## src/rtl/ibe_pkg.sv

```systemverilog
// shared constants and types for the two-wire bus master host
package ibe_pkg;
  localparam int          CLK_NS  = 40;
  localparam int          QTR_NS  = 2500;
  localparam logic [15:0] DIV_RST = 16'(QTR_NS / CLK_NS - 1);
  localparam int          AXI_AW  = 4;

  localparam logic [AXI_AW-1:0] OFF_CMD  = 4'h0;
  localparam logic [AXI_AW-1:0] OFF_STAT = 4'h4;
  localparam logic [AXI_AW-1:0] OFF_RX   = 4'h8;
  localparam logic [AXI_AW-1:0] OFF_DIV  = 4'hC;

  localparam logic [1:0] RESP_OKAY   = 2'h0;
  localparam logic [1:0] RESP_SLVERR = 2'h2;
  localparam logic [3:0] ACK_BIT     = 4'h8;
  // a new input level is taken on the fifth tick in a row, so it lasted four periods
  localparam logic [2:0] DEB_SPAN    = 3'h4;

  typedef enum logic [4:0] {
    S_IDLE  = 5'h01,
    S_START = 5'h02,
    S_DATA  = 5'h04,
    S_STOP  = 5'h08,
    S_HOLD  = 5'h10
  } ibe_state_t;

  typedef struct packed {
    logic scl;
    logic sda;
  } ibe_line_t;

  // command word, bit 12 down to bit 0
  typedef struct packed {
    logic       start;
    logic       stop;
    logic       rd;
    logic       wr;
    logic       nack;
    logic [7:0] data;
  } ibe_cmd_t;

  typedef struct packed {
    logic own;
    logic ack;
    logic arb;
    logic bus_busy;
    logic active;
  } ibe_status_t;
endpackage

```

## src/rtl/ibe_pin_sync.sv

```systemverilog
// two-stage synchroniser for the bus line inputs
`timescale 1ns/1ps
module ibe_pin_sync #(
  parameter int W = 2
) (
  input  wire logic         aclk,
  input  wire logic         aresetn,
  input  wire logic [W-1:0] d,
  output logic      [W-1:0] q
);
  logic [W-1:0] meta;

  always_ff @(posedge aclk) begin
    if (!aresetn) begin
      meta <= '1;
      q    <= '1;
    end else begin
      meta <= d;
      q    <= meta;
    end
  end
endmodule // ibe_pin_sync

```

## src/rtl/ibe_tick_div.sv

```systemverilog
// divider giving a one-cycle enable every reload+1 clocks
`timescale 1ns/1ps
module ibe_tick_div #(
  parameter int W = 16
) (
  input  wire logic         aclk,
  input  wire logic         aresetn,
  input  wire logic [W-1:0] reload,
  output logic              tick
);
  logic [W-1:0] cnt;
  logic [W-1:0] next_cnt;
  logic         next_tick;

  always_comb begin
    next_tick = (cnt == '0);
    next_cnt  = next_tick ? reload : cnt - W'(1);
  end

  always_ff @(posedge aclk) begin
    if (!aresetn) begin
      cnt  <= '0;
      tick <= 1'b0;
    end else begin
      cnt  <= next_cnt;
      tick <= next_tick;
    end
  end
endmodule // ibe_tick_div

```

## src/rtl/ibe_host.sv

```systemverilog
// two-wire bus master host, controlled over AXI4-Lite
`timescale 1ns/1ps
// Overview of operation
// data changes only while clock is low
// start: data falls while clock high
// stop: data rises while clock high
// bus busy from start until stop
// repeated start keeps bus busy
// only the master forms start and stop
// eight data bits then one acknowledge bit
// most significant bit goes first
// master waits while slave holds clock low
// master clocks the ninth acknowledge pulse
// transmitter releases data during acknowledge
// receiver holds data low to acknowledge
// busy slave leaves acknowledge high
// missing acknowledge ends in stop or restart
// master receiver refuses last byte acknowledge
// clock falling edge restarts low count
// high count starts once clock is high
// begin as master only on free bus
// high driven but low read loses arbitration
// arbitrate every bit from address on
// debounce drops glitches under four ticks
// debounce prescaler set before enabling
// arbitration loss sets flag, then idle
// bus busy visible as status flag
// event holds clock low until status write; here the clock is held low until the next command write
// lines are only pulled low or released
module ibe_host (
  input  wire logic                     aclk,
  input  wire logic                     aresetn,
  input  wire logic [ibe_pkg::AXI_AW-1:0] awaddr,
  input  wire logic                     awvalid,
  output logic                          awready,
  input  wire logic [31:0]              wdata,
  input  wire logic [3:0]               wstrb,
  input  wire logic                     wvalid,
  output logic                          wready,
  output logic [1:0]                    bresp,
  output logic                          bvalid,
  input  wire logic                     bready,
  input  wire logic [ibe_pkg::AXI_AW-1:0] araddr,
  input  wire logic                     arvalid,
  output logic                          arready,
  output logic [31:0]                   rdata,
  output logic [1:0]                    rresp,
  output logic                          rvalid,
  input  wire logic                     rready,
  input  wire ibe_pkg::ibe_line_t       line_level,
  output ibe_pkg::ibe_line_t            line_drive,
  output ibe_pkg::ibe_line_t            line_release
);
  import ibe_pkg::*;

  ibe_line_t         line_sync;
  logic              scl_h;
  logic              sda_h;
  logic              tick;
  logic [15:0]       div;
  logic [15:0]       next_div;
  // register bus state
  logic              aw_got, next_aw_got, w_got, next_w_got;
  logic [AXI_AW-1:0] aw_q, next_aw_q;
  logic [31:0]       wd_q, next_wd_q;
  logic [3:0]        ws_q, next_ws_q;
  logic              next_awready, next_wready, next_bvalid, next_arready, next_rvalid;
  logic [1:0]        next_bresp, next_rresp;
  logic [31:0]       next_rdata;
  logic              wr_go, wr_cmd, wr_clr, cmd_ok;
  ibe_status_t       status;
  // engine state
  ibe_state_t        st, next_st;
  logic [1:0]        ph, next_ph;
  logic [3:0]        bit_cnt, next_bit_cnt;
  logic [7:0]        shreg, next_shreg, rx_data, next_rx_data;
  ibe_cmd_t          cmd, next_cmd;
  logic              cmd_pend, next_cmd_pend, rx_ack, next_rx_ack;
  logic              arb_lost, next_arb_lost, bus_busy, next_bus_busy;
  logic              scl_rel, next_scl_rel, sda_rel, next_sda_rel;
  ibe_line_t         prev, next_prev;
  logic              start_det, stop_det, arb_evt, tx_msb;
  // debounce filter state
  logic              deb_en, next_deb_en, deb_tick;
  logic [7:0]        deb_pre, next_deb_pre;
  ibe_line_t         line_in, flt, next_flt;
  logic [2:0]        flt_scl_n, next_flt_scl_n, flt_sda_n, next_flt_sda_n;

  function automatic logic tx_release(ibe_cmd_t c, logic [7:0] s, logic [3:0] n);
    if (n == ACK_BIT) begin
      return c.rd ? c.nack : 1'b1;
    end
    return c.rd ? 1'b1 : s[7];
  endfunction

  // one filter step: returns the filtered level and the tick count
  function automatic logic [3:0] flt_step(logic raw, logic cur, logic [2:0] n, logic t);
    if (raw == cur) begin
      return {cur, 3'h0};
    end
    if (!t) begin
      return {cur, n};
    end
    if (n == DEB_SPAN) begin
      return {raw, 3'h0};
    end
    return {cur, n + 3'h1};
  endfunction

  ibe_pin_sync #(.W(2)) u_sync (
    .aclk    (aclk),
    .aresetn (aresetn),
    .d       (line_level),
    .q       (line_sync)
  );

  ibe_tick_div #(.W(16)) u_div (
    .aclk    (aclk),
    .aresetn (aresetn),
    .reload  (div),
    .tick    (tick)
  );

  ibe_tick_div #(.W(8)) u_deb (
    .aclk    (aclk),
    .aresetn (aresetn),
    .reload  (deb_pre),
    .tick    (deb_tick)
  );

  assign line_in      = deb_en ? flt : line_sync;
  assign scl_h        = line_in.scl;
  assign sda_h        = line_in.sda;
  assign tx_msb       = shreg[7];
  assign line_release = '{scl: scl_rel, sda: sda_rel};
  assign cmd_ok       = !cmd_pend && ((st == S_IDLE && wd_q[12]) || st == S_HOLD);

  always_comb begin
    status.own      = (st != S_IDLE);
    status.ack      = rx_ack;
    status.arb      = arb_lost;
    // bus busy flag
    status.bus_busy = bus_busy;
    status.active   = cmd_pend || !(st == S_IDLE || st == S_HOLD);
  end

  // register bus slave: write and address taken in either order
  always_comb begin
    next_aw_got  = aw_got | (awvalid & awready);
    next_aw_q    = (awvalid & awready) ? awaddr : aw_q;
    next_w_got   = w_got | (wvalid & wready);
    next_wd_q    = (wvalid & wready) ? wdata : wd_q;
    next_ws_q    = (wvalid & wready) ? wstrb : ws_q;
    next_bvalid  = bvalid & ~bready;
    next_bresp   = bresp;
    next_div     = div;
    next_deb_en  = deb_en;
    next_deb_pre = deb_pre;
    wr_go        = aw_got & w_got & ~bvalid;
    wr_cmd       = wr_go && aw_q == OFF_CMD && ws_q[1];
    wr_clr       = wr_go && aw_q == OFF_STAT && ws_q[0] && wd_q[2];
    if (wr_go) begin
      next_bvalid = 1'b1;
      next_aw_got = 1'b0;
      next_w_got  = 1'b0;
      next_bresp  = RESP_OKAY;
      if (aw_q == OFF_CMD) begin
        if (!cmd_ok) begin
          next_bresp = RESP_SLVERR;
        end
      end else if (aw_q == OFF_DIV) begin
        if (ws_q[0]) begin
          next_div[7:0] = wd_q[7:0];
        end
        if (ws_q[1]) begin
          next_div[15:8] = wd_q[15:8];
        end
        // prescaler taken only while the filter is off
        if (ws_q[2] && !deb_en) begin
          next_deb_pre = wd_q[23:16];
        end
        if (ws_q[3]) begin
          next_deb_en = wd_q[24];
        end
      end else if (aw_q != OFF_STAT && aw_q != OFF_RX) begin
        next_bresp = RESP_SLVERR;
      end
    end
    next_awready = ~next_aw_got & ~next_bvalid;
    next_wready  = ~next_w_got & ~next_bvalid;
    next_rvalid  = rvalid & ~rready;
    next_rdata   = rdata;
    next_rresp   = rresp;
    if (arvalid && arready) begin
      next_rvalid = 1'b1;
      next_rresp  = RESP_OKAY;
      if (araddr == OFF_CMD) begin
        next_rdata = {19'h0_0000, cmd};
      end else if (araddr == OFF_STAT) begin
        next_rdata = {27'h000_0000, status};
      end else if (araddr == OFF_RX) begin
        next_rdata = {24'h00_0000, rx_data};
      end else if (araddr == OFF_DIV) begin
        next_rdata = {7'h00, deb_en, deb_pre, div};
      end else begin
        next_rdata = 32'h0000_0000;
        next_rresp = RESP_SLVERR;
      end
    end
    next_arready = ~next_rvalid;
  end

  always_ff @(posedge aclk) begin
    if (!aresetn) begin
      aw_got  <= 1'b0;
      w_got   <= 1'b0;
      aw_q    <= '0;
      wd_q    <= 32'h0000_0000;
      ws_q    <= 4'h0;
      awready <= 1'b0;
      wready  <= 1'b0;
      bvalid  <= 1'b0;
      bresp   <= RESP_OKAY;
      arready <= 1'b0;
      rvalid  <= 1'b0;
      rdata   <= 32'h0000_0000;
      rresp   <= RESP_OKAY;
      div     <= DIV_RST;
      deb_en  <= 1'b0;
      deb_pre <= 8'h00;
    end else begin
      aw_got  <= next_aw_got;
      w_got   <= next_w_got;
      aw_q    <= next_aw_q;
      wd_q    <= next_wd_q;
      ws_q    <= next_ws_q;
      awready <= next_awready;
      wready  <= next_wready;
      bvalid  <= next_bvalid;
      bresp   <= next_bresp;
      arready <= next_arready;
      rvalid  <= next_rvalid;
      rdata   <= next_rdata;
      rresp   <= next_rresp;
      div     <= next_div;
      deb_en  <= next_deb_en;
      deb_pre <= next_deb_pre;
    end
  end

  // filter runs on the prescaled tick; follows the pins when off
  always_comb begin
    {next_flt.scl, next_flt_scl_n} = flt_step(line_sync.scl, flt.scl, flt_scl_n, deb_tick);
    {next_flt.sda, next_flt_sda_n} = flt_step(line_sync.sda, flt.sda, flt_sda_n, deb_tick);
    if (!deb_en) begin
      next_flt       = line_sync;
      next_flt_scl_n = 3'h0;
      next_flt_sda_n = 3'h0;
    end
  end

  always_ff @(posedge aclk) begin
    if (!aresetn) begin
      flt       <= '1;
      flt_scl_n <= 3'h0;
      flt_sda_n <= 3'h0;
    end else begin
      flt       <= next_flt;
      flt_scl_n <= next_flt_scl_n;
      flt_sda_n <= next_flt_sda_n;
    end
  end

  // bus engine: four phases per bit, advanced on divider ticks; phase 1 lasts until the clock reads high
  always_comb begin
    next_st       = st;
    next_ph       = ph;
    next_bit_cnt  = bit_cnt;
    next_shreg    = shreg;
    next_rx_data  = rx_data;
    next_cmd      = cmd;
    next_cmd_pend = cmd_pend;
    next_rx_ack   = rx_ack;
    next_arb_lost = arb_lost;
    next_bus_busy = bus_busy;
    next_scl_rel  = scl_rel;
    next_sda_rel  = sda_rel;
    next_prev     = line_in;
    arb_evt       = 1'b0;
    start_det     = prev.scl && scl_h && prev.sda && !sda_h;
    stop_det      = prev.scl && scl_h && !prev.sda && sda_h;
    // busy from any start until a stop
    if (start_det) begin
      next_bus_busy = 1'b1;
    end else if (stop_det) begin
      next_bus_busy = 1'b0;
    end
    if (wr_clr) begin
      next_arb_lost = 1'b0;
    end
    if (wr_cmd && cmd_ok) begin
      next_cmd      = ibe_cmd_t'(wd_q[12:0]);
      next_cmd_pend = 1'b1;
    end
    case (st)
      S_IDLE: begin
        // claim the bus only while free
        if (cmd_pend && !bus_busy) begin
          next_st       = S_START;
          next_ph       = 2'h0;
          next_cmd_pend = 1'b0;
        end
      end
      S_HOLD: begin
        // clock held low until the next command write
        if (cmd_pend) begin
          next_cmd_pend = 1'b0;
          next_ph       = 2'h0;
          // after an answer, restart or stop on command
          if (cmd.start) begin
            next_st = S_START;
          end else if (cmd.rd || cmd.wr) begin
            next_st      = S_DATA;
            next_shreg   = cmd.data;
            next_bit_cnt = 4'h0;
          end else if (cmd.stop) begin
            next_st = S_STOP;
          end
        end
      end
      S_START: begin
        if (tick) begin
          case (ph)
            2'h0: begin
              next_sda_rel = 1'b1;
              next_ph      = 2'h1;
            end
            2'h1: begin
              next_scl_rel = 1'b1;
              if (scl_h) begin
                next_ph = 2'h2;
              end
            end
            2'h2: begin
              // data falls with clock high
              next_sda_rel = 1'b0;
              next_ph      = 2'h3;
            end
            default: begin
              next_scl_rel = 1'b0;
              next_ph      = 2'h0;
              next_bit_cnt = 4'h0;
              next_shreg   = cmd.data;
              next_st      = (cmd.rd || cmd.wr) ? S_DATA : S_HOLD;
            end
          endcase
        end
      end
      S_DATA: begin
        if (tick) begin
          case (ph)
            2'h0: begin
              // data set while clock low
              next_sda_rel = tx_release(cmd, shreg, bit_cnt);
              next_ph      = 2'h1;
            end
            2'h1: begin
              // wait until the line is really high
              next_scl_rel = 1'b1;
              if (scl_h) begin
                next_ph = 2'h2;
              end
            end
            2'h2: begin
              next_ph = 2'h3;
              if (bit_cnt != ACK_BIT) begin
                next_shreg = {shreg[6:0], sda_h};
                // lost: flag, release, go idle
                if (!cmd.rd && sda_rel && !sda_h) begin
                  arb_evt       = 1'b1;
                  next_arb_lost = 1'b1;
                  next_scl_rel  = 1'b1;
                  next_ph       = 2'h0;
                  next_st       = S_IDLE;
                end
              end else begin
                // a high acknowledge reads as refused
                next_rx_ack  = !sda_h;
                next_rx_data = shreg;
              end
            end
            default: begin
              next_scl_rel = 1'b0;
              next_ph      = 2'h0;
              // ninth pulse closes the byte
              if (bit_cnt == ACK_BIT) begin
                next_bit_cnt = 4'h0;
                next_st      = cmd.stop ? S_STOP : S_HOLD;
              end else begin
                next_bit_cnt = bit_cnt + 4'h1;
              end
            end
          endcase
        end
      end
      S_STOP: begin
        if (tick) begin
          case (ph)
            2'h0: begin
              next_sda_rel = 1'b0;
              next_ph      = 2'h1;
            end
            2'h1: begin
              next_scl_rel = 1'b1;
              if (scl_h) begin
                next_ph = 2'h2;
              end
            end
            2'h2: begin
              // data rises with clock high
              next_sda_rel = 1'b1;
              next_ph      = 2'h3;
            end
            default: begin
              next_ph = 2'h0;
              next_st = S_IDLE;
            end
          endcase
        end
      end
      default: begin
        next_st = S_IDLE;
      end
    endcase
  end

  always_ff @(posedge aclk) begin
    if (!aresetn) begin
      st         <= S_IDLE;
      ph         <= 2'h0;
      bit_cnt    <= 4'h0;
      shreg      <= 8'h00;
      rx_data    <= 8'h00;
      cmd        <= '0;
      cmd_pend   <= 1'b0;
      rx_ack     <= 1'b0;
      arb_lost   <= 1'b0;
      bus_busy   <= 1'b0;
      scl_rel    <= 1'b1;
      sda_rel    <= 1'b1;
      prev       <= '1;
      line_drive <= '0;
    end else begin
      st         <= next_st;
      ph         <= next_ph;
      bit_cnt    <= next_bit_cnt;
      shreg      <= next_shreg;
      rx_data    <= next_rx_data;
      cmd        <= next_cmd;
      cmd_pend   <= next_cmd_pend;
      rx_ack     <= next_rx_ack;
      arb_lost   <= next_arb_lost;
      bus_busy   <= next_bus_busy;
      scl_rel    <= next_scl_rel;
      sda_rel    <= next_sda_rel;
      prev       <= next_prev;
      // lines are never driven high
      line_drive <= '0;
    end
  end
endmodule // ibe_host

```

## config.mk

```make
export PLATFORM = sky130hd
export DESIGN_NAME = ibe_host
export DESIGN_NICKNAME = d
export VERILOG_FILES = /design/src/rtl/ibe_pkg.sv /design/src/rtl/ibe_pin_sync.sv /design/src/rtl/ibe_tick_div.sv /design/src/rtl/ibe_host.sv
export SDC_FILE = /design/constraint.sdc
export NUM_CORES = 1
export LEC_CHECK = 0
export BUFFER_PORTS_ARGS = -buffer_cell sky130_fd_sc_hd__buf_2
export CAP_MARGIN = 40
export CORE_UTILIZATION = 51
export CTS_CLUSTER_SIZE = 8
export DETAILED_ROUTE_END_ITERATION = 12
export GPL_ROUTABILITY_DRIVEN = 0
export PLACE_DENSITY = 0.71
export SETUP_SLACK_MARGIN = 0.15
export SYNTH_ARGS = -nofsm -noshare
export SYNTH_HDL_FRONTEND = slang
export SYNTH_HIERARCHICAL = 1
export SYNTH_SLANG_ARGS = --single-unit
```

## constraint.sdc

```tcl
create_clock -name aclk -period 3.4 [get_ports aclk]
set_input_delay 0.34 -clock aclk [delete_from_list [all_inputs] [get_ports aclk]]
set_output_delay 0.34 -clock aclk [all_outputs]
set_load 0.005 [all_outputs]
```

==> flow_metrics.env <==
export IMPL_dp_hpwl_um=12700
export IMPL_final_area_um2=9050
export IMPL_avgRoutedWirePerCell_um=15.8
export IMPL_rsz0062_at_grt="no"
export IMPL_hold_path_class="input port to register"
export IMPL_synth_seq_cells=178
export IMPL_rows=45
export IMPL_arrival_ns=2.85
export IMPL_grt_max_degree=75
export IMPL_synth_edf_count=0
export IMPL_cts_resized=0
export IMPL_yosys_warnings=6
export IMPL_drc=0
export IMPL_holdWs_ns=0.0942
export IMPL_syn_area_um2=8020
export IMPL_clkTransAtPathRegs_ns=0.06
export IMPL_post_cts_buffers=0
export IMPL_crit_slowest_cell="dfxtp_1"
export IMPL_async_reset_ff_frac=0
export IMPL_dieArea_um2=16200
export IMPL_cts_tree="yes"
export IMPL_cts_root_buf="clkbuf_16"
export IMPL_start_util=0.525
export IMPL_ys_types=80
export IMPL_synth_common_cells="dfxtp_1 (178), nand2_1 (131), nor2_1 (103)"
export IMPL_cpLargestDelayFamily="simple AND/OR/NAND/NOR gates"
export IMPL_dr_pass1_iters=5
export IMPL_place_inst=1152
export IMPL_htree_num_levels=4
export IMPL_post_place_ws_ns=0.972
export IMPL_stdcell_count=1184
export IMPL_vias=6596
export IMPL_grt_pass1_wl_um=30300
export IMPL_cp_max_fo=20
export IMPL_hold_viol_final=0
export IMPL_first_global_vias=5963
export IMPL_yosysTopAreaCellShare=0.444
export IMPL_area_delta_synth_final_pct=12.9
export IMPL_totalWireLength_um=18700
export IMPL_die_h_um=127
export IMPL_outcome="finished clean"
export IMPL_nNetsFinal=1027
export IMPL_ctsHoldBuffers=0
export IMPL_final_util=0.593
export IMPL_cts_buffers=17
export IMPL_drive_gt1_frac=0.157
export IMPL_postPlaceCellArea_um2=8470
export IMPL_cts_sinks=178
export IMPL_tns_ns=0
export IMPL_powerDensity_nw_per_um2=601
export IMPL_final_antenna_net_count=0
export IMPL_relSlewSlack=0.504
export IMPL_io_buffers=79
export IMPL_fin_skew_ns=0.00877
export IMPL_setup_viol=0
export IMPL_core_area_um2=15300
export IMPL_synth_largest_area_cell="dfxtp_1"
export IMPL_crit_path_max_incr_delay_ns=0.77
export IMPL_fillers=1393
export IMPL_fin_crit_ns=2.51
export IMPL_cp_required_ns=3.74
export IMPL_drtIter0Drc=598
export IMPL_avgSynthCellArea_um2=8.79
export IMPL_ir_drop_uv=429
export IMPL_synth_most_common_cell="dfxtp_1"
export IMPL_p_leak_nw=3.59
export IMPL_tightest_slew_ns=0.738
export IMPL_fin_total_pwr_mw=5.44
export IMPL_worst_setup_path_end_kind="register"
export IMPL_worst_path_buf_inv=0
export IMPL_crit_chain="and2b_1, nand4_1, nor2_1, nand2_1, a21oi_1"
export IMPL_insertion_delay_ns=0.43
export IMPL_antenna_found_initial=1
export IMPL_clock_path_buffers=2
export IMPL_cp_start_kind="register"
export IMPL_track_usage=0.239
export IMPL_maxSlewViolCount=0
export IMPL_timing_worst_setup_path_type="register to register"
export IMPL_fin_crit_sh=0.738
export IMPL_synth_ff_type="dfxtp_1"
export IMPL_maxCapViolCount=0
export IMPL_syn_inst=912
export IMPL_ys_seq_area_frac=0.444
export IMPL_synth_area_top_cells="dfxtp_1 (44%), nand2_1 (6.1%), mux2i_1 (6.0%)"
export IMPL_fmaxAchievable_ghz=0.399
export IMPL_num_io_pins=98
export IMPL_setup_ws_ns=0.891
export IMPL_post_drt_via_cell_ratio=5.57
export IMPL_dieWidth_um=127
export IMPL_grt_overflow=0
==> worst register-to-register path: cells and delay by family (launching register included) <==
kind	cells	cell delay, ns
AND/OR/NAND/NOR	4	1.51
flip-flops	1	0.77
AO/OA/AOI/OAI	1	0.14
==> layout by cell type, fill, tap and decap left out, types with 10 or more instances in the layout <==
| cell | count |
|---|---|
| a211oi_1 | 13 |
| a21oi_1 | 74 |
| a22o_1 | 10 |
| a22oi_1 | 25 |
| buf_2 | 79 |
| clkbuf_16 | 17 |
| conb_1 | 11 |
| dfxtp_1 | 178 |
| ha_1 | 14 |
| inv_1 | 17 |
| mux2i_1 | 48 |
| nand2_1 | 131 |
| nand2b_1 | 12 |
| nand3_1 | 27 |
| nor2_1 | 103 |
| nor3_1 | 10 |
| o21ai_0 | 32 |
| xor2_1 | 14 |
==> cells by family after synthesis <==
family / share of synthesized area
AO/OA/AOI/OAI: 0.164
adder cells (fa/ha/maj): 0.0218
multiplexers: 0.0796
other: 0.000468
XOR/XNOR: 0.0218
buffers and inverters: 0.0529
flip-flops: 0.444
AND/OR/NAND/NOR: 0.215
==> where the power goes <==
part | internal, mW | switching (mW) | total, mW
Clock | 1.09 | 0.851 | 1.94
Combinational | 0.470 | 0.578 | 1.05
Sequential | 2.25 | 0.199 | 2.45
Total | 3.81 | 1.63 | 5.44
==> flip-flops by register name, summed over array words and instances, names as in the netlist, 13 cells and up, named ones only <==
name	cells
rdata	25
wd_q	25
div	16
cmd	13
u_div/cnt	16
==> final cells by class <==
| cell class | count | area [um2] | share of cell area |
|---|---|---|---|
| Antenna cell | 1 | 2.50 | 0.000276 |
| Clock buffer | 18 | 429 | 0.0474 |
| Clock inverter | 13 | 150 | 0.0166 |
| Inverter | 18 | 68.8 | 0.00760 |
| Multi-Input combinational cell | 656 | 4070 | 0.450 |
| Sequential cell | 178 | 3560 | 0.394 |
| Tap cell | 211 | 264 | 0.0292 |
| Timing Repair Buffer | 89 | 503 | 0.0556 |
==> metal layers <==
layer | share of wire | up-vias | track usage | routed length [um]
met5 | 0.00069 | - | 0 | 13
met4 | 0.016 | 2 | 0.0805 | 306
met3 | 0.060 | 26 | 0.0624 | 1130
met2 | 0.45 | 173 | 0.364 | 8370
met1 | 0.48 | 3108 | 0.329 | 8890
li1 | - | 3287 | - | -
==> final timing paths <==
| path | end | slack [ns] | from | cells after the start |
|---|---|---|---|---|
| worst min register to register | u_sync/q[0] | 0.45 | u_sync/meta[0] | 1 |
| worst min-delay path | u_sync/meta[1] | 0.09 | line_level[1] | 2 |
| worst max-delay path | rx_data[3] | 0.89 | st[2] | 5 |
| worst max register to register | rx_data[3] | 0.89 | st[2] | 5 |
No activity file was read; power rests on OpenSTA's default activity.
